File: src/tcer_consts.svh
// Offsets, field positions, masks and reset values of the trace configuration and event registers
`ifndef TCER_CONSTS_SVH
`define TCER_CONSTS_SVH

// ----------------------------------------------------------------------
// Register offsets (byte addresses on the register port)
// ----------------------------------------------------------------------
`define TCER_ADDR_W            12
`define TCER_OFF_CONFIG        12'h010
`define TCER_OFF_AUX           12'h018
`define TCER_OFF_EVSEL         12'h020
`define TCER_OFF_EVCTL         12'h024

// ----------------------------------------------------------------------
// Writable masks, read-as-one bits and reset values
// ----------------------------------------------------------------------
`define TCER_CONFIG_MASK       32'h0003_1f5e
`define TCER_CONFIG_RAO        32'h0000_0001
`define TCER_AUX_MASK          32'h0000_0003
`define TCER_EVSEL_MASK        32'h8f8f_8f8f
`define TCER_EVCTL_MASK        32'h0000_181f
`define TCER_CONFIG_RESET      32'h0000_0000
`define TCER_AUX_RESET         32'h0000_0000
`define TCER_EVSEL_RESET       32'h0000_0000
`define TCER_EVCTL_RESET       32'h0000_0000

// ----------------------------------------------------------------------
// Trace configuration fields
// ----------------------------------------------------------------------
`define TCER_CFG_DATA_VALUE    17
`define TCER_CFG_DATA_ADDR     16
`define TCER_CFG_RET_STACK     12
`define TCER_CFG_TIMESTAMP     11
`define TCER_CFG_CONDITIONAL_TRACE_SELECT_HI       10
`define TCER_CFG_CONDITIONAL_TRACE_SELECT_LO       8
`define TCER_CFG_CONTEXT_ID    6
`define TCER_CFG_CYCLE_COUNT   4
`define TCER_CFG_BRANCH_BCAST  3
`define TCER_CFG_P0_HI         2
`define TCER_CFG_P0_LO         1

// ----------------------------------------------------------------------
// Auxiliary control and event fields
// ----------------------------------------------------------------------
`define TCER_AUX_QUICK_FLUSH   1
`define TCER_AUX_SYNC_OVF      0
`define TCER_EV_STRIDE         8
`define TCER_EV_TYPE_POS       7
`define TCER_EV_SEL_W          4
`define TCER_EV_COUNT          4
`define TCER_EVC_LPO           12
`define TCER_EVC_TRIG          11
`define TCER_EVC_DATA_EVENT    4

`endif

File: src/tcer_pkg.sv
// Types shared by the trace configuration and event register block
package tcer_pkg;

  typedef enum logic [2:0] {
    TCER_CONDITIONAL_TRACE_SELECT_NONE  = 3'h0,
    TCER_CONDITIONAL_TRACE_SELECT_LOAD  = 3'h1,
    TCER_CONDITIONAL_TRACE_SELECT_STORE = 3'h2,
    TCER_CONDITIONAL_TRACE_SELECT_LDST  = 3'h3,
    TCER_CONDITIONAL_TRACE_SELECT_ALL   = 3'h7
  } tcer_conditional_trace_select_t;

  typedef enum logic [0:0] {
    TCER_SYNC_IDLE    = 1'b0,
    TCER_SYNC_PENDING = 1'b1
  } tcer_sync_t;

  // One retired instruction as offered by the core
  typedef struct packed {
    logic valid;
    logic isBranch;
    logic isLoad;
    logic isStore;
    logic isCond;
    logic dataAddrValid;
    logic dataValueValid;
    logic contextIdValid;
  } tcer_instr_t;

  // Trace items to produce for that instruction
  typedef struct packed {
    logic valid;
    logic isP0;
    logic emitDataAddr;
    logic emitDataValue;
    logic emitContextId;
  } tcer_trace_t;

  // Static mode levels for the trace generator
  typedef struct packed {
    logic returnStackEnable;
    logic timestampEnable;
    logic cycleCountEnable;
    logic branchBroadcastEnable;
  } tcer_mode_t;

endpackage

File: src/tcer_event_sel.sv
// Resource selector for one trace event
`timescale 1ns/1ps
`default_nettype none

module tcer_event_sel
  import tcer_pkg::*;
(
  input  wire logic        resourceType,
  input  wire logic [3:0]  resourceNumber,
  input  wire logic [15:0] singleResources,
  input  wire logic [7:0]  pairResources,
  output logic             eventHit
);

  // Pair mode looks only at the low three selector bits
  always_comb
  begin
    if (resourceType)
      eventHit = pairResources[resourceNumber[2:0]];
    else
      eventHit = singleResources[resourceNumber];
  end

endmodule

`default_nettype wire

File: src/tcer_trace_filter.sv
// Classifies retired instructions and gates trace items by configuration
`timescale 1ns/1ps
`default_nettype none

module tcer_trace_filter
  import tcer_pkg::*;
(
  input  wire logic        mclk,
  input  wire logic        arst_n,
  input  wire tcer_instr_t instr,
  input  wire logic        dataValueEnable,
  input  wire logic        dataAddressEnable,
  input  wire logic        contextIdEnable,
  input  wire logic [2:0]  conditionalTraceSelect,
  input  wire logic [1:0]  pZeroClassSelect,
  output tcer_trace_t      traceItem
);

  // ----------------------------------------------------------------------
  // Classification
  // ----------------------------------------------------------------------
  // Reserved encodings trace no conditional instruction
  function automatic logic condTraced(input logic [2:0] mode, input logic ld, input logic st);
    logic r;
    r = 1'b0;
    if (mode == TCER_CONDITIONAL_TRACE_SELECT_ALL)
      r = 1'b1;
    else if (mode[2] == 1'b0)
      r = (mode[0] & ld) | (mode[1] & st);
    return r;
  endfunction

  logic traced;
  assign traced = instr.valid &
                  (!instr.isCond | condTraced(conditionalTraceSelect, instr.isLoad,
                                              instr.isStore));

  always_ff @(posedge mclk or negedge arst_n)
  begin
    if (!arst_n)
      traceItem <= '0;
    else
    begin
      traceItem.valid         <= traced;
      traceItem.isP0          <= traced & (instr.isBranch |
                                 (pZeroClassSelect[0] & instr.isLoad) |
                                 (pZeroClassSelect[1] & instr.isStore));
      traceItem.emitDataValue <= traced & instr.dataValueValid & dataValueEnable;
      traceItem.emitDataAddr  <= traced & instr.dataAddrValid & dataAddressEnable;
      traceItem.emitContextId <= traced & instr.contextIdValid & contextIdEnable;
    end
  end
endmodule

`default_nettype wire

File: src/tcer_regs.sv
// Trace configuration and event control register bank with its gating logic
`timescale 1ns/1ps
`default_nettype none
`include "tcer_consts.svh"

module tcer_regs
  import tcer_pkg::*;
(
  input  wire logic                      mclk,
  input  wire logic                      arst_n,
  input  wire logic                      psel,
  input  wire logic                      penable,
  input  wire logic                      pwrite,
  input  wire logic [`TCER_ADDR_W-1:0]   paddr,
  input  wire logic [31:0]               pwdata,
  output logic      [31:0]               prdata,
  output logic                           pready,
  output logic                           pslverr,
  input  wire logic                      programEnable,
  input  wire logic                      drainBusy,
  output logic                           traceClockEnable,
  output logic                           traceInterfaceEnablePin,
  input  wire tcer_instr_t               instr,
  output tcer_trace_t                    traceItem,
  output tcer_mode_t                     traceMode,
  input  wire logic [15:0]               singleResources,
  input  wire logic [7:0]                pairResources,
  input  wire logic                      lowPowerState,
  output logic                           resourceFreeze,
  output logic [3:0]                     extEventOut,
  output logic [3:0]                     instEventElem,
  output logic [3:0]                     dataEventElem,
  input  wire logic                      triggerRequest,
  output logic                           busTrigger,
  input  wire logic                      flushRequest,
  input  wire logic                      fifoEmpty,
  input  wire logic                      waitForInterrupt,
  output logic                           flushReady,
  input  wire logic                      syncDue,
  input  wire logic                      syncDone,
  output logic                           overflowForce
);

  // ----------------------------------------------------------------------
  // Register port decode
  // ----------------------------------------------------------------------
  logic [31:0] traceConfig_reg;
  logic [31:0] auxControl_reg;
  logic [31:0] eventSelect_reg;
  logic [31:0] eventControl_reg;

  function automatic logic isMapped(input logic [`TCER_ADDR_W-1:0] a);
    logic r;
    r = 1'b0;
    if (a == `TCER_OFF_CONFIG)
      r = 1'b1;
    else if (a == `TCER_OFF_AUX)
      r = 1'b1;
    else if (a == `TCER_OFF_EVSEL)
      r = 1'b1;
    else if (a == `TCER_OFF_EVCTL)
      r = 1'b1;
    return r;
  endfunction

  logic accessPhase;
  logic setupRead;
  logic writeStrobe;
  assign accessPhase = psel & penable;
  assign setupRead   = psel & !penable & !pwrite;
  // Writes while tracing is not being programmed are dropped
  assign writeStrobe = accessPhase & pwrite & programEnable & isMapped(paddr);

  assign pready  = 1'b1;
  assign pslverr = accessPhase & !isMapped(paddr);

  // ----------------------------------------------------------------------
  // Registers
  // ----------------------------------------------------------------------
  always_ff @(posedge mclk or negedge arst_n)
  begin
    if (!arst_n)
      traceConfig_reg <= `TCER_CONFIG_RESET;
    else if (writeStrobe && paddr == `TCER_OFF_CONFIG)
      traceConfig_reg <= pwdata & `TCER_CONFIG_MASK;
  end

  always_ff @(posedge mclk or negedge arst_n)
  begin
    if (!arst_n)
      auxControl_reg <= `TCER_AUX_RESET;
    else if (writeStrobe && paddr == `TCER_OFF_AUX)
      auxControl_reg <= pwdata & `TCER_AUX_MASK;
  end

  always_ff @(posedge mclk or negedge arst_n)
  begin
    if (!arst_n)
      eventSelect_reg <= `TCER_EVSEL_RESET;
    else if (writeStrobe && paddr == `TCER_OFF_EVSEL)
      eventSelect_reg <= pwdata & `TCER_EVSEL_MASK;
  end

  always_ff @(posedge mclk or negedge arst_n)
  begin
    if (!arst_n)
      eventControl_reg <= `TCER_EVCTL_RESET;
    else if (writeStrobe && paddr == `TCER_OFF_EVCTL)
      eventControl_reg <= pwdata & `TCER_EVCTL_MASK;
  end

  // Read data is captured in the setup phase so it stands for the access phase
  always_ff @(posedge mclk or negedge arst_n)
  begin
    if (!arst_n)
      prdata <= 32'h0000_0000;
    else if (setupRead)
    begin
      if (paddr == `TCER_OFF_CONFIG)
        prdata <= traceConfig_reg | `TCER_CONFIG_RAO;
      else if (paddr == `TCER_OFF_AUX)
        prdata <= auxControl_reg;
      else if (paddr == `TCER_OFF_EVSEL)
        prdata <= eventSelect_reg;
      else if (paddr == `TCER_OFF_EVCTL)
        prdata <= eventControl_reg;
      else
        prdata <= 32'h0000_0000;
    end
  end

  // ----------------------------------------------------------------------
  // Clock request and interface pin
  // ----------------------------------------------------------------------
  assign traceClockEnable = programEnable | psel | drainBusy;

  always_ff @(posedge mclk or negedge arst_n)
  begin
    if (!arst_n)
      traceInterfaceEnablePin <= 1'b0;
    else
      traceInterfaceEnablePin <= programEnable;
  end

  // ----------------------------------------------------------------------
  // Trace item gating
  // ----------------------------------------------------------------------
  tcer_trace_filter u_filter (
    .mclk                   (mclk),
    .arst_n                 (arst_n),
    .instr                  (instr),
    .dataValueEnable        (traceConfig_reg[`TCER_CFG_DATA_VALUE]),
    .dataAddressEnable      (traceConfig_reg[`TCER_CFG_DATA_ADDR]),
    .contextIdEnable        (traceConfig_reg[`TCER_CFG_CONTEXT_ID]),
    .conditionalTraceSelect (traceConfig_reg[`TCER_CFG_CONDITIONAL_TRACE_SELECT_HI:`TCER_CFG_CONDITIONAL_TRACE_SELECT_LO]),
    .pZeroClassSelect       (traceConfig_reg[`TCER_CFG_P0_HI:`TCER_CFG_P0_LO]),
    .traceItem              (traceItem)
  );

  always_ff @(posedge mclk or negedge arst_n)
  begin
    if (!arst_n)
      traceMode <= '0;
    else
    begin
      traceMode.returnStackEnable     <= traceConfig_reg[`TCER_CFG_RET_STACK];
      traceMode.timestampEnable       <= traceConfig_reg[`TCER_CFG_TIMESTAMP];
      traceMode.cycleCountEnable      <= traceConfig_reg[`TCER_CFG_CYCLE_COUNT];
      traceMode.branchBroadcastEnable <= traceConfig_reg[`TCER_CFG_BRANCH_BCAST];
    end
  end

  // ----------------------------------------------------------------------
  // Event selection
  // ----------------------------------------------------------------------
  logic [3:0] eventHit;
  logic       lowPowerGate;
  logic [3:0] eventLive;

  for (genvar e = 0; e < `TCER_EV_COUNT; e++)
  begin : g_event
    tcer_event_sel u_sel (
      .resourceType    (eventSelect_reg[e*`TCER_EV_STRIDE + `TCER_EV_TYPE_POS]),
      .resourceNumber  (eventSelect_reg[e*`TCER_EV_STRIDE +: `TCER_EV_SEL_W]),
      .singleResources (singleResources),
      .pairResources   (pairResources),
      .eventHit        (eventHit[e])
    );
  end

  // Without the override, entering low power silences resources and events
  assign lowPowerGate   = lowPowerState & !eventControl_reg[`TCER_EVC_LPO];
  assign resourceFreeze = lowPowerGate;
  assign eventLive      = lowPowerGate ? 4'h0 : eventHit;

  always_ff @(posedge mclk or negedge arst_n)
  begin
    if (!arst_n)
    begin
      extEventOut   <= 4'h0;
      instEventElem <= 4'h0;
      dataEventElem <= 4'h0;
    end
    else
    begin
      extEventOut   <= eventLive;
      instEventElem <= eventLive & eventControl_reg[3:0];
      dataEventElem <= eventLive & {4{eventControl_reg[`TCER_EVC_DATA_EVENT]}};
    end
  end

  always_ff @(posedge mclk or negedge arst_n)
  begin
    if (!arst_n)
      busTrigger <= 1'b0;
    else
      busTrigger <= triggerRequest & eventControl_reg[`TCER_EVC_TRIG];
  end

  // ----------------------------------------------------------------------
  // Flush answer
  // ----------------------------------------------------------------------
  // Quick mode trades trace kept in the buffer for an immediate answer
  assign flushReady = flushRequest &
                      (auxControl_reg[`TCER_AUX_QUICK_FLUSH] |
                       (fifoEmpty & !waitForInterrupt));

  // ----------------------------------------------------------------------
  // Synchronisation tracking
  // ----------------------------------------------------------------------
  tcer_sync_t syncState_reg;

  always_ff @(posedge mclk or negedge arst_n)
  begin
    if (!arst_n)
      syncState_reg <= TCER_SYNC_IDLE;
    else
    begin
      case (syncState_reg)
        TCER_SYNC_IDLE:
          if (syncDue && !syncDone)
            syncState_reg <= TCER_SYNC_PENDING;
        TCER_SYNC_PENDING:
          // A new request in the cycle of completion keeps the block pending
          if (syncDone && !syncDue)
            syncState_reg <= TCER_SYNC_IDLE;
        default:
          syncState_reg <= TCER_SYNC_IDLE;
      endcase
    end
  end

  always_ff @(posedge mclk or negedge arst_n)
  begin
    if (!arst_n)
      overflowForce <= 1'b0;
    else
      overflowForce <= auxControl_reg[`TCER_AUX_SYNC_OVF] & syncDue & !syncDone &
                       (syncState_reg == TCER_SYNC_PENDING);
  end
endmodule

`default_nettype wire

File: config.mk
export PLATFORM = sky130hd
export DESIGN_NAME = tcer_regs
export DESIGN_NICKNAME = d
export VERILOG_FILES = /design/src/tcer_pkg.sv /design/src/tcer_event_sel.sv /design/src/tcer_trace_filter.sv /design/src/tcer_regs.sv
export VERILOG_INCLUDE_DIRS = /design/src
export SDC_FILE = /design/constraint.sdc
export NUM_CORES = 1
export LEC_CHECK = 0
export ABC_AREA = 1
export BUFFER_PORTS_ARGS = -buffer_cell sky130_fd_sc_hd__buf_2
export CAP_MARGIN = 20
export CORE_ASPECT_RATIO = 0.9
export CORE_MARGIN = 2
export CORE_UTILIZATION = 55
export DETAILED_ROUTE_END_ITERATION = 8
export PLACE_DENSITY = 0.9
export RECOVER_POWER = 50
export SLEW_MARGIN = 0
export SYNTH_ARGS = -nofsm -noshare
export SYNTH_HDL_FRONTEND = slang
export SYNTH_SLANG_ARGS = --single-unit
File: constraint.sdc
create_clock -name mclk -period 2.2 [get_ports mclk]
set_input_delay 0 -clock mclk [delete_from_list [all_inputs] [get_ports mclk]]
set_output_delay 0 -clock mclk [all_outputs]
set_load 0.01 [all_outputs]
======== Word-level counts from Yosys, hierarchy flattened ========
Index checks and enable logic that the tools add are counted.
Widths: inputs -> output; s select.
storage, ports and cells
  word-level logic and storage cells ...... 118
  bits of input ports ..................... 90
  register bits after elaboration ......... 98
  output and inout port bits .............. 61
cells by class
  equal/unequal tests ..................... 5
  reductions and logical operators ........ 14
  bitwise logic cells ..................... 36
  order comparisons ....................... 8
  multiplexer cells ....................... 34
operators with widths
  operator             count
  $mux 32              3
  $and 1x1->1          26
  $eq 12x5->1 const B  2
  $eq 12x6->1 const B  2
  $lt 4x5->1 const B   4
  $mux 1               20
  $bmux 1 s4           4
  $lt 3x4->1 const B   4
  $mux 13              1
  $bmux 1 s3           4
  $and 4x4->4          2
  $logic_not 1->1      8
  $or 1x1->1           7
  $logic_and 1x1->1    6
  $mux 4               1
  $eq 3x3->1 const B   1
  $pmux 1 s2           1
  $not 1->1            1

======== Logic depth before layout (Yosys ltp) ========
Gate-level depths: netlist of run 1.
  word-level depth ........................ 8
  gate-level depth with buffers ........... 11
  mapped depth without buffers ............ 10

======== Modules after synthesis ========
Synthesis of run 1 repeated with hierarchy kept, for this count alone.
second synthesis, totals
  cells, all modules ...................... 716
  area, all modules ....................... 5081.1 µm²
modules (own cells, without submodules)
  module             area each (µm²)  cells an instance  seq. area each (µm²)  instances
  tcer_regs          3646.0           417                2102.0                1
  tcer_event_sel     301.5            68                 0.0                   4
  tcer_trace_filter  229.0            27                 125.1                 1

======== Worst setup path after synthesis of run 1 ========
OpenSTA, ideal clock, no wires.
  path kind ............................... register to register
  start point ............................. register eventSelect_reg[25]
  end point ............................... register dataEventElem[3]
  period minus slack after synthesis ...... 1.285 ns
  setup time .............................. 0.118 ns
  arrival time ............................ 1.166 ns
  path buffers ............................ 1
  required time ........................... 2.082 ns
  cell stages (with the launch flop) ...... 11
  slack ................................... 0.915 ns
  path through ............................ dfrtp_1 clkbuf_1 inv_1 nand3_1 nand3_1 nand3_1 nand2_1 nand2_1 nand2_1 nand2_1 nor2_1
on the way
  word-level cells in the longest chain between the ends .. 5
  elaborated cells on any way between the ends .. 7
  those cells by class .................... mux (6); bitwise (1)
ends and longest elaborated chain
  item                                             line                                        RTL
  from (decl)                                      tcer_regs.sv:49                             logic [31:0] eventSelect_reg;
  from (signal assigned)                           tcer_regs.sv:99                             eventSelect_reg <= `TCER_EVSEL_RESET;
  from (signal assigned)                           tcer_regs.sv:101                            eventSelect_reg <= pwdata & `TCER_EVSEL_MASK;
  $bmux 1 s4 / $bmux 1 s3 (equally long branches)  tcer_event_sel.sv:21, tcer_event_sel.sv:19
  $mux 1 (on tied branches)                        tcer_event_sel.sv:21, tcer_event_sel.sv:19
  $mux 1 *                                         tcer_event_sel.sv:18                        if (resourceType)
  $mux 4 *                                         tcer_regs.sv:194                            assign eventLive = lowPowerGate ? 4'h0 : eventHit;
  $and 4x4->4 *                                    tcer_regs.sv:208                            dataEventElem <= eventLive & {4{eventControl_reg[`TCER_EVC_DATA_EVENT]}};
  to (signal assigned)                             tcer_regs.sv:208
  to (decl)                                        tcer_regs.sv:32                             output logic [3:0] dataEventElem,
Mark *: on every way between the ends. The rest lies on a longest branch, timed or not. The select of a mux whose other input is x is not followed.
A chain may end at the register's enable or synchronous reset.

======== Worst setup path in the final report of run 1 ========
  start point ............................. register traceConfig_reg[10]
  end point ............................... register, netlist name u_filter.traceItem[3]
on the way
  word-level cells in the longest chain between the ends .. 5
  elaborated cells on any way between the ends .. 6
  those cells by class .................... eq/ne (1); mux (2); bitwise (3)
ends and longest elaborated chain
  item                                         line                                              RTL
  from (decl)                                  tcer_regs.sv:47                                   logic [31:0] traceConfig_reg;
  from (signal assigned)                       tcer_regs.sv:83                                   traceConfig_reg <= `TCER_CONFIG_RESET;
  from (signal assigned)                       tcer_regs.sv:85                                   traceConfig_reg <= pwdata & `TCER_CONFIG_MASK;
  $eq 3x3->1 / $mux 1 (equally long branches)  tcer_trace_filter.sv:26, tcer_trace_filter.sv:28
  $mux 1 *                                     tcer_trace_filter.sv:26                           if (mode == TCER_CONDITIONAL_TRACE_SELECT_ALL)
  $or 1x1->1 *                                 tcer_trace_filter.sv:35                           (!instr.isCond | condTraced(conditionalTraceSelect, instr.isLoad,
  $and 1x1->1 *                                tcer_trace_filter.sv:34                           assign traced = instr.valid &
  $and 1x1->1 *                                tcer_trace_filter.sv:45                           traceItem.isP0 <= traced & (instr.isBranch |
Mark *: on every way between the ends. The rest lies on a longest branch, timed or not.

==> results of run 1 <==
what timing repair did:
action	4_1_cts	5_1_grt
setup endpoints to repair	0	0
endpoints found under the hold margin	91	0
hold buffers	35	0
buffers inserted	0	0
worst max-delay path, stage by stage, from the launching register on:
cell	delay [ns]
dfrtp_1	0.44
nand3_1	0.10
nand2_1	0.05
o21ai_0	0.51
a21oi_1	0.10
dlygate4sd3_1	0.60
power groups by stage:
stage / sequential [µW] / combinational [µW] / clock (µW)
global route: 1700 / 473 / 1190
finish: 1700 / 431 / 1120
floorplan: 1740 / 173 / 0
global placement: 1730 / 369 / 0
detailed placement: 1730 / 381 / 0
CTS: 1700 / 429 / 1110
layer usage:
layer / vias to the layer above / global-route usage / part of all wire
li1: 2310 / - / -
met1: 2278 / 0.407 / 0.41
met2: 301 / 0.515 / 0.48
met3: 35 / 0.0453 / 0.094
met4: 0 / 0.0991 / 0.021
met5: - / 0 / 0
stage by stage:
stage | std cells | setup WS, ns | total power [µW] | util
2_1_floorplan | 631 | 0.915 | 1920 | -
3_3_place_gp | 855 | 0.601 | 2100 | 0.649
3_5_place_dp | 855 | 0.494 | 2110 | 0.649
4_1_cts | 906 | 0.363 | 3240 | 0.711
5_1_grt | 906 | 0.216 | 3360 | 0.707
6_report | 906 | 0.284 | 3250 | 0.707
area by class of cell:
class                   count  share of cell area
flip-flops and latches     89               0.366
multi-input cells         411               0.347
repair buffers            175               0.172
inverters                  96              0.0592
well taps                 119              0.0245
clock buffers               9              0.0204
clock inverters             7              0.0109
kinds of logic (layout without fill, tap and decap cells):
| logic type | count (synthesis) | in the layout | synth area share |
|---|---|---|---|
| other | 2 | 10 | 0.00153 |
| AO/OA/AOI/OAI | 104 | 104 | 0.145 |
| buffers and inverters | 131 | 287 | 0.123 |
| flip-flops | 89 | 89 | 0.454 |
| AND/OR/NAND/NOR | 297 | 297 | 0.276 |
how the worst max path moves through the flow:
| stage | end | cells after the start |
|---|---|---|
| after floorplan | dataEventElem[3] | 10 |
| after global placement | eventSelect_reg[24] | 10 |
| after detailed placement | eventSelect_reg[26] | 10 |
| after CTS | u_filter.traceItem[3] | 5 |
| after global routing | u_filter.traceItem[3] | 5 |
| final | u_filter.traceItem[3] | 5 |
synth_stat cells, drive strengths merged:
cell type | n | share of area
o21a | 3 | 0.0046
nor2 | 24 | 0.022
clkbuf | 7 | 0.0054
or2 | 3 | 0.0038
o211ai | 9 | 0.014
buf | 28 | 0.044
clkinv | 2 | 0.0015
nand3b | 2 | 0.0056
dfrtp | 89 | 0.45
a21oi | 19 | 0.019
o21ai | 52 | 0.074
o22a | 1 | 0.0018
nand2 | 174 | 0.14
inv | 94 | 0.072
nand3 | 83 | 0.091
nor3 | 5 | 0.0084
o31ai | 10 | 0.015
a2bb2oi | 7 | 0.012
conb | 2 | 0.0015
nand4 | 6 | 0.0089
o22ai | 3 | 0.0038
==> reports/qor.csv, run 1 <==
stage,metric,value,unit
run_status,status,"finished, final reports clean",
final_layout,Storage cell area,2230,µm²
critical_path,CP Data Arrival Time,2.17,ns
pwr,peak supply drop,0.386,mV
drt,ANT nets after route,0,
drt,Initial DRC Count,548,
drt,drc violations,0,
critical_path,CP startpoint kind,register,
drt,via/cell ratio,5.43,
timing,Final Max Tran Viols,0,
cts,post_cts resized,0,
run,max_cap viols,0,
critical_path,RR Startpoint,traceConfig_reg[10],
critical_path,R2R Path End,u_filter.traceItem[3],
yosys,Synth Register Bits,89,
floorplan,row count,32,
pwr,Pwr per Cell Area,534,nW/µm²
drt,drt pass-1 iters,7,
floorplan,die height,93.6,µm
global_routing,GRT Overall Usage,0.304,
global_routing,largest net degree at the start of global routing,47,
final_layout,diode count,0,
placed_design,GP Congestion,0.885,
critical_path,CP Class,reg2reg,
timing,f_max,0.522,GHz
cts,CTS tree,built,
timing,endpoints failing hold,0,
placed_design,Post-DP HPWL,10300,µm
critical_path,Crit. End Element,register,
yosys,Post-Syn Area,4910,µm²
timing,Worst Tran Pin Value,1.17,ns
yosys,library cells used by synthesis,36,
drt,DR WL/cell,15.8,µm
final_layout,"commonest non-fill, non-tap cell in the layout",nand2_1,
floorplan,core area,8610,µm²
timing,post-route clock skew,0.0107,ns
pwr,Sw Share,0.290,
worst_hold_path,hold_sp,paddr[2],
yosys,Gate Count Post-Synth,623,
final_layout,P&R area growth vs syn,23.9,%
drt,final WL,14300,µm
global_routing,grt total ovfl,0,
yosys,yosys warns,0,
floorplan,I/O pins,151,
critical_path,R2R setup slack,0.28,ns
cts,Root Buffer,clkbuf_8,
floorplan,Die ar.,9700,µm²
timing,Final min period,1.92,ns
final_layout,final net count,872,
timing,WHS,0.0325,ns
floorplan,Initial Utilization,0.570,
critical_path,CP Data Required Time,2.45,ns
pwr,Gate power share,0.133,
drt,Via Count,4924,
global_routing,vias in the first global route,4731,
pwr,Seq pwr share,0.523,
pwr,Clk pwr share,0.344,
final_layout,layout cell share with drive strength beyond 1,0.222,
cts,Num CTS Buffers,9,
critical_path,Setup crit start,traceConfig_reg[10],
cts,clock latency on the worst-skew pair,0.37,ns
final_layout,"commonest non-fill, non-tap cells in the layout","nand2_1 (171), buf_2 (102), inv_1 (91), dfrtp_1 (89), nand3_1 (80)",
timing,Final period util,0.871,
floorplan,die span in x,104,µm
pwr,Sw Pwr,943,µW
final_layout,max FFs per register,23,
final_layout,Layout Cell Area excl Fill,6080,µm²
pwr,Int Power,2300,µW
critical_path,highest net fanout along the worst path,5,
global_routing,initial antenna violation count,0,
worst_hold_path,worst min path class,in2reg,
cts,"Reg clk slew, reported paths",0.11,ns
cts,CTS HTree Levels,3,
yosys,mean post-synth cell area,7.88,µm²
timing,Final setup viols,0,
placed_design,Port Buffers,131,
pwr,Static Leak,0.00312,µW
cts,Sink Count,89,
timing,Setup TNS Final,0,ns
timing,RSZ-0062 raised after global routing,false,
worst_hold_path,hold path depth,4,
placed_design,post-placement cell area,5580,µm²
final_layout,Fillers,701,
final_layout,area of the multi-input gates,2110,µm²
yosys,sequential share of the synthesized area,0.454,
worst_hold_path,Hold EP,prdata[16],
global_routing,global-route wire length before repair,23100,µm
cts,maximum root-to-sink buffer count,2,
timing,worst rel slew slack,0.218,
critical_path,r2r worst-path depth,5,
Power figures use the tool's default switching activity.
==> run 2, diff against run 1 <==
--- a/config.mk
+++ b/config.mk
@@ -6,14 +6,13 @@
 export SDC_FILE = /design/constraint.sdc
 export NUM_CORES = 1
 export LEC_CHECK = 0
-export ABC_AREA = 1
 export BUFFER_PORTS_ARGS = -buffer_cell sky130_fd_sc_hd__buf_2
 export CAP_MARGIN = 20
 export CORE_ASPECT_RATIO = 0.9
 export CORE_MARGIN = 2
 export CORE_UTILIZATION = 55
 export DETAILED_ROUTE_END_ITERATION = 8
-export PLACE_DENSITY = 0.9
+export PLACE_DENSITY = 0.91
 export RECOVER_POWER = 50
 export SLEW_MARGIN = 0
 export SYNTH_ARGS = -nofsm -noshare
==> run 2 against run 1 <==
Total power is 8.8% lower. Clock skew is 0.0015 ns higher. Sequential share of layout area is 1.8 points higher. Count of clock-buffer cells in the layout stayed put. Final cell count is 29% lower. Critical path type unchanged.
==> reports/qor.csv, run 2 <==
stage,metric,value,unit,change
global_routing,GRT Overall Usage,0.277,,-0.0266
final_layout,diode count,0,,unchanged
drt,via/cell ratio,5.94,,+9.3%
yosys,Post-synth EDFFs,0,,unchanged
run_status,status,"finished, final reports clean",,
drt,ANT nets after route,0,,unchanged
critical_path,Crit. End Element,register,,
critical_path,r2r worst-path depth,4,,-1
pwr,Pwr per Cell Area,511,nW/µm²,-4.3%
timing,Final setup viols,0,,unchanged
global_routing,largest net degree at the start of global routing,49,,+4.3%
worst_hold_path,worst min path class,in2reg,,
yosys,Area contributors post-synth,"dfrtp_1 (49%), mux4_2 (7.9%), mux2_2 (7.0%)",,
yosys,Post-Syn Area,4540,µm²,-7.6%
timing,Final Max Tran Viols,0,,unchanged
placed_design,GP Congestion,0.847,,-4.4%
floorplan,Initial Utilization,0.565,,-0.00559
floorplan,die span in x,99.7,µm,-3.7%
worst_hold_path,hold path depth,4,,unchanged
yosys,yosys warns,0,,unchanged
floorplan,core area,8030,µm²,-6.7%
final_layout,Layout Cell Area excl Fill,5800,µm²,-4.6%
final_layout,Fillers,577,,-18%
cts,Sink Count,89,,unchanged
critical_path,Setup crit start,traceConfig_reg[1],,
placed_design,Port Buffers,131,,unchanged
cts,clock latency on the worst-skew pair,0.37,ns,about the same
cts,Num CTS Buffers,9,,unchanged
critical_path,CP most frequent cell,dlygate4sd3_1,,
timing,endpoints failing hold,0,,unchanged
critical_path,CP Data Arrival Time,2.27,ns,+0.10 ns
global_routing,global-route wire length before repair,19500,µm,-16%
cts,Root Buffer,clkbuf_8,,
yosys,Synth Register Bits,89,,unchanged
yosys,sequential share of the synthesized area,0.491,,+0.0375
global_routing,vias in the first global route,3873,,-18%
timing,Final period util,0.919,,+0.0476
cts,maximum root-to-sink buffer count,2,,unchanged
pwr,Sw Pwr,762,µW,-19%
critical_path,crit-path max cell delay,0.59,ns,about the same
critical_path,crit-path cells,a221oi_1 > dlygate4sd3_1 > nor2_1 > dlygate4sd3_1,,
final_layout,"commonest non-fill, non-tap cells in the layout","dfrtp_1 (89), buf_2 (83), clkbuf_1 (47), dlygate4sd3_1 (39), nand2_1 (36)",,
final_layout,"commonest non-fill, non-tap cell in the layout",dfrtp_1,,
floorplan,row count,31,,-3.1%
timing,Final min period,2.02,ns,+0.105 ns
drt,drt pass-1 iters,5,,-2
floorplan,Die ar.,8990,µm²,-7.3%
cts,CTS tree,built,,
floorplan,I/O pins,151,,unchanged
drt,drc violations,0,,unchanged
global_routing,initial antenna violation count,0,,unchanged
yosys,Synth Flop Type,dfrtp_1,,
cts,CTS HTree Levels,3,,unchanged
critical_path,R2R Path End,u_filter.traceItem[3],,
placed_design,post-placement cell area,5310,µm²,-4.9%
final_layout,layout cell share with drive strength beyond 1,0.344,,+0.122
cts,"Reg clk slew, reported paths",0.09,ns,-0.02 ns
yosys,mean post-synth cell area,12.4,µm²,+57%
critical_path,RR Startpoint,traceConfig_reg[1],,
floorplan,die height,90.2,µm,-3.7%
yosys,library cells used by synthesis,44,,+22%
pwr,Gate power share,0.104,,-0.029
final_layout,Final Core Density,0.722,,+0.0158
pwr,Clk pwr share,0.340,,-0.004
cts,post_cts resized,0,,unchanged
critical_path,CP Class,reg2reg,,
pwr,Sw Share,0.257,,-0.0333
critical_path,highest net fanout along the worst path,3,,-2
yosys,post-synth top area cell,dfrtp_1,,
timing,worst rel slew slack,0.298,,+0.0802
critical_path,CP startpoint kind,register,,
worst_hold_path,hold_sp,instr[3],,
yosys,post-synth top area share,0.491,,+0.0375
final_layout,P&R area growth vs syn,27.9,%,
final_layout,final net count,628,,-28%
cts,CTS Hold Buffers Added,39,,+11%
placed_design,Post-DP HPWL,8730,µm,-15%
run,max_cap viols,0,,unchanged
yosys,Gate Count Post-Synth,367,,-41%
final_layout,Storage cell area,2230,µm²,unchanged
final_layout,max FFs per register,23,,unchanged
yosys,cell with the most instances after synthesis,dfrtp_1,,
timing,WHS,0.0254,ns,-0.00708 ns
pwr,total power,2960,µW,-8.8%
timing,post-route clock skew,0.0122,ns,+0.00149 ns
critical_path,Worst path slowest cell,dlygate4sd3_1,,
yosys,Async SR Flop Fraction,1.00,,unchanged
final_layout,area of the multi-input gates,2140,µm²,+1.2%
critical_path,R2R setup slack,0.18,ns,-0.10 ns
pwr,Static Leak,0.00270,µW,-14%
global_routing,grt total ovfl,0,,unchanged
worst_hold_path,Hold EP,u_filter.traceItem[4],,
timing,Worst Tran Pin Value,1.05,ns,-0.120 ns
drt,final WL,12100,µm,-16%
drt,Initial DRC Count,252,,-54%
timing,f_max,0.495,GHz,-5.2%
drt,Via Count,3815,,-23%
drt,DR WL/cell,18.8,µm,+19%
pwr,Int Power,2200,µW,-4.5%
pwr,Seq pwr share,0.556,,+0.033
cts,post-CTS setup buffers,0,,unchanged
pwr,peak supply drop,0.311,mV,-19%
yosys,most frequent cells after synthesis,"dfrtp_1 (89), nand2_1 (36), mux2_2 (28)",,
critical_path,CP Data Required Time,2.45,ns,about the same
timing,RSZ-0062 raised after global routing,false,,
-- run 2: cell types whose count changed after synthesis, sizes merged, moves of 11 or more --
| cell | change |
|---|---|
| clkbuf | +12 |
| nand2 | -138 |
| a21oi | -18 |
| nand3 | -82 |
| nor2b | +11 |
| inv | -86 |
| o21ai | -41 |
| buf | -14 |
| mux4 | +16 |
| nor2 | -14 |
| a31oi | +12 |
| mux2 | +48 |
| mux2i | +17 |
-- run 2: metrics by stage --
step,setup TNS [ns],setup slack (ns),instances
6_report,0,0.179,642
5_1_grt,0,0.113,642
4_1_cts,0,0.222,642
3_5_place_dp,-0.0473,-0.00917,587
3_3_place_gp,0,0.00522,587
2_1_floorplan,0,0.0742,375
-- run 2: area by class of cell --
class,instances,share of cell area
clock buffer,9,0.0214
clock inverter,7,0.00820
inverter,8,0.00518
multi-input combinational,245,0.368
sequential,89,0.384
tap,99,0.0214
timing repair buffer,185,0.192
-- run 2: critical path: cells and delay by family, from the launching register on --
family	cells	cell delay [ns]
buffers and inverters	2	1.14
AND/OR/NAND/NOR	1	0.04
flip-flops	1	0.43
AO/OA/AOI/OAI	1	0.30
-- run 2: worst max-delay path by stage --
| stage | to | slack (ns) | cells past startpoint |
|---|---|---|---|
| 2_1_floorplan | eventSelect_reg[0] | 0.07 | 6 |
| 3_3_place_gp | eventSelect_reg[26] | 0.005 | 6 |
| 3_5_place_dp | eventSelect_reg[7] | -0.009 | 6 |
| 4_1_cts | u_filter.traceItem[3] | 0.22 | 4 |
| 5_1_grt | u_filter.traceItem[3] | 0.11 | 4 |
| 6_report | u_filter.traceItem[3] | 0.18 | 4 |
-- run 2: kinds of logic after synthesis --
kind of cell,synth area share
AOI/OAI and AO/OA,0.105
adders and majority gates,0.00221
buffers and inverters,0.0461
DFF,0.491
muxes,0.253
other,0.00166
and+or+nand+nor,0.101
-- run 2: power by group through the flow --
| stage | clock, µW | sequential [µW] | combinational (µW) |
|---|---|---|---|
| 2_1_floorplan | 0 | 1680 | 106 |
| 3_3_place_gp | 0 | 1680 | 252 |
| 3_5_place_dp | 0 | 1680 | 260 |
| 4_1_cts | 1020 | 1650 | 311 |
| 5_1_grt | 1100 | 1650 | 338 |
| 6_report | 1010 | 1650 | 309 |
-- run 2: metal layers --
| metal | GRT usage | part of all wire |
|---|---|---|
| met3 | 0.0723 | 0.077 |
| met1 | 0.387 | 0.43 |
| met2 | 0.423 | 0.47 |
| met4 | 0.0993 | 0.021 |
| met5 | 0 | 0 |
==> run 3, diff against run 2 <==
--- a/config.mk
+++ b/config.mk
@@ -12,7 +12,7 @@
 export CORE_MARGIN = 2
 export CORE_UTILIZATION = 55
 export DETAILED_ROUTE_END_ITERATION = 8
-export PLACE_DENSITY = 0.91
+export PLACE_DENSITY = 0.86
 export RECOVER_POWER = 50
 export SLEW_MARGIN = 0
 export SYNTH_ARGS = -nofsm -noshare
==> run 3 against run 2 <==
Total power rose by 8.7%. Critical path depth unchanged. Combinational power increased by 2%. Final area grew 0.97%. Fmax grew 1.4%. First-iteration DRC count is 4.4% higher. Hold slack improved by 0.0089 ns. Core utilization grew 0.70 points. Critical path type unchanged. Sequential power about the same.
==> reports/qor.csv, run 3 (synthesized netlist as in run 2, its figures left out) <==
stage,metric,value,unit,change
global_routing,largest net degree at the start of global routing,49,,unchanged
final_layout,diode count,0,,unchanged
pwr,Static Leak,0.00273,µW,+1.2%
timing,post-route clock skew,0.00783,ns,-0.00439 ns
pwr,Pwr per Cell Area,550,nW/µm²,+7.6%
cts,CTS tree,built,,
worst_hold_path,hold_sp,pwrite,,
floorplan,Die ar.,8990,µm²,unchanged
timing,worst rel slew slack,0.302,,+0.00388
timing,Final min period,1.99,ns,-0.0273 ns
cts,Num CTS Buffers,9,,unchanged
pwr,peak supply drop,0.281,mV,-9.7%
critical_path,CP startpoint kind,register,,
drt,Initial DRC Count,263,,+4.4%
floorplan,core area,8030,µm²,unchanged
floorplan,I/O pins,151,,unchanged
timing,Worst Tran Pin Value,1.05,ns,-0.00582 ns
placed_design,post-placement cell area,5310,µm²,unchanged
cts,Root Buffer,clkbuf_8,,
drt,Via Count,3901,,+2.3%
final_layout,final cell count without fillers,643,,+0.16%
global_routing,vias in the first global route,4006,,+3.4%
final_layout,layout cell share with drive strength beyond 1,0.344,,-0.000633
critical_path,r2r worst-path depth,4,,unchanged
critical_path,R2R Path End,u_filter.traceItem[3],,
final_layout,max FFs per register,23,,unchanged
placed_design,Port Buffers,131,,unchanged
cts,CTS HTree Levels,3,,unchanged
floorplan,die span in x,99.7,µm,unchanged
cts,post_cts resized,0,,unchanged
drt,via/cell ratio,6.07,,+2.1%
cts,clock latency on the worst-skew pair,0.36,ns,about the same
timing,Final period util,0.906,,-0.0124
critical_path,CP Class,reg2reg,,
cts,"Reg clk slew, reported paths",0.09,ns,about the same
floorplan,row count,31,,unchanged
timing,Final Max Tran Viols,0,,unchanged
placed_design,GP Congestion,0.945,,+12%
drt,drc violations,0,,unchanged
run,max_cap viols,0,,unchanged
timing,RSZ-0062 raised after global routing,false,,
drt,drt pass-1 iters,5,,unchanged
final_layout,"commonest non-fill, non-tap cells in the layout","dfrtp_1 (89), buf_2 (83), clkbuf_1 (47), dlygate4sd3_1 (40), nand2_1 (36)",,
final_layout,"commonest non-fill, non-tap cell in the layout",dfrtp_1,,
timing,endpoints failing hold,0,,unchanged
worst_hold_path,worst min path class,in2reg,,
timing,Final setup viols,0,,unchanged
timing,f_max,0.502,GHz,+1.4%
critical_path,CP Data Arrival Time,2.24,ns,-0.03 ns
floorplan,die height,90.2,µm,unchanged
drt,ANT nets after route,0,,unchanged
critical_path,highest net fanout along the worst path,3,,unchanged
global_routing,global-route wire length before repair,20000,µm,+2.7%
drt,final WL,12800,µm,+6.0%
global_routing,grt total ovfl,0,,unchanged
drt,DR WL/cell,19.9,µm,+5.8%
critical_path,Crit. End Element,register,,
global_routing,GRT Overall Usage,0.284,,+0.00646
placed_design,Post-DP HPWL,8620,µm,-1.2%
run_status,status,"finished, final reports clean",,
timing,Setup TNS Final,0,ns,unchanged
worst_hold_path,hold path depth,4,,unchanged
critical_path,R2R setup slack,0.21,ns,+0.03 ns
cts,maximum root-to-sink buffer count,2,,unchanged
final_layout,P&R area growth vs syn,29.1,%,
placed_design,Cells after DPL,587,,unchanged
critical_path,RR Startpoint,traceConfig_reg[2],,
floorplan,Initial Utilization,0.565,,unchanged
cts,Sink Count,89,,unchanged
final_layout,Layout Cell Area excl Fill,5860,µm²,+0.97%
final_layout,Final Core Density,0.729,,+0.00701
final_layout,final net count,629,,+0.16%
worst_hold_path,Hold EP,prdata[0],,
critical_path,CP Data Required Time,2.45,ns,about the same
global_routing,initial antenna violation count,0,,unchanged
==> run 3: cell count changes in the layout (fill, tap and decap cells not counted), sizes merged <==
cell	change
inv	+1
clkinvlp	-1
dlygate4sd3	+1
bufinv	+2
clkinv	-2
==> run 3: where the power goes <==
group | switching (µW) | internal, µW
Combinational | 162 | 152
Clock | 617 | 642
Sequential | 3.67 | 1640
Total | 783 | 2440
==> run 3: cell type report <==
class                           count  area, µm²
Clock inverter                      7       93.8
Tap cell                           99        124
Sequential cell                    89       2230
Timing Repair Buffer              186       1120
Multi-Input combinational cell    245       2140
Fill cell                         570       2170
Inverter                            8       30.0
Clock buffer                        9        124
==> run 3: worst max-delay path by stage <==
| stage | slack (ns) | end | from |
|---|---|---|---|
| floorplan | 0.07 | eventSelect_reg[0] | paddr[9] |
| global placement | 0.02 | eventSelect_reg[18] | paddr[9] |
| detailed placement | -0.01 | eventSelect_reg[19] | paddr[9] |
| CTS | 0.22 | u_filter.traceItem[3] | traceConfig_reg[2] |
| global route | 0.06 | u_filter.traceItem[3] | traceConfig_reg[1] |
| finish | 0.21 | u_filter.traceItem[3] | traceConfig_reg[2] |
==> run 3: through the flow <==
step | total power (µW) | hold slack (ns) | setup slack (ns)
final | 3220 | 0.0343 | 0.206
after global routing | 3310 | 0.0609 | 0.0623
after CTS | 3220 | 0.0134 | 0.219
after detailed placement | 1940 | 0.0306 | -0.0111
after global placement | 1930 | 0.0137 | 0.0186
after floorplan | 1790 | -0.296 | 0.0742
==> run 3: what timing repair did <==
| action | in CTS | in global routing |
|---|---|---|
| setup endpoints to repair | 0 | 0 |
| endpoints found under the hold margin | 92 | 0 |
| setup buffers | 0 | 0 |
| hold buffers | 40 | 0 |
==> run 3: critical path: stages (launching register included) <==
cell	delay, ns
dfrtp_1	0.41
a221oi_1	0.28
dlygate4sd3_1	0.59
nor2_1	0.04
dlygate4sd3_1	0.56
==> run 3: layer usage <==
| layer | GRT usage | wire (µm) | vias to the layer above |
|---|---|---|---|
| met2 | 0.452 | 6160 | 233 |
| li1 | - | - | 1688 |
| met5 | 0 | 0 | - |
| met3 | 0.0505 | 956 | 63 |
| met1 | 0.382 | 5160 | 1917 |
| met4 | 0.127 | 501 | 0 |
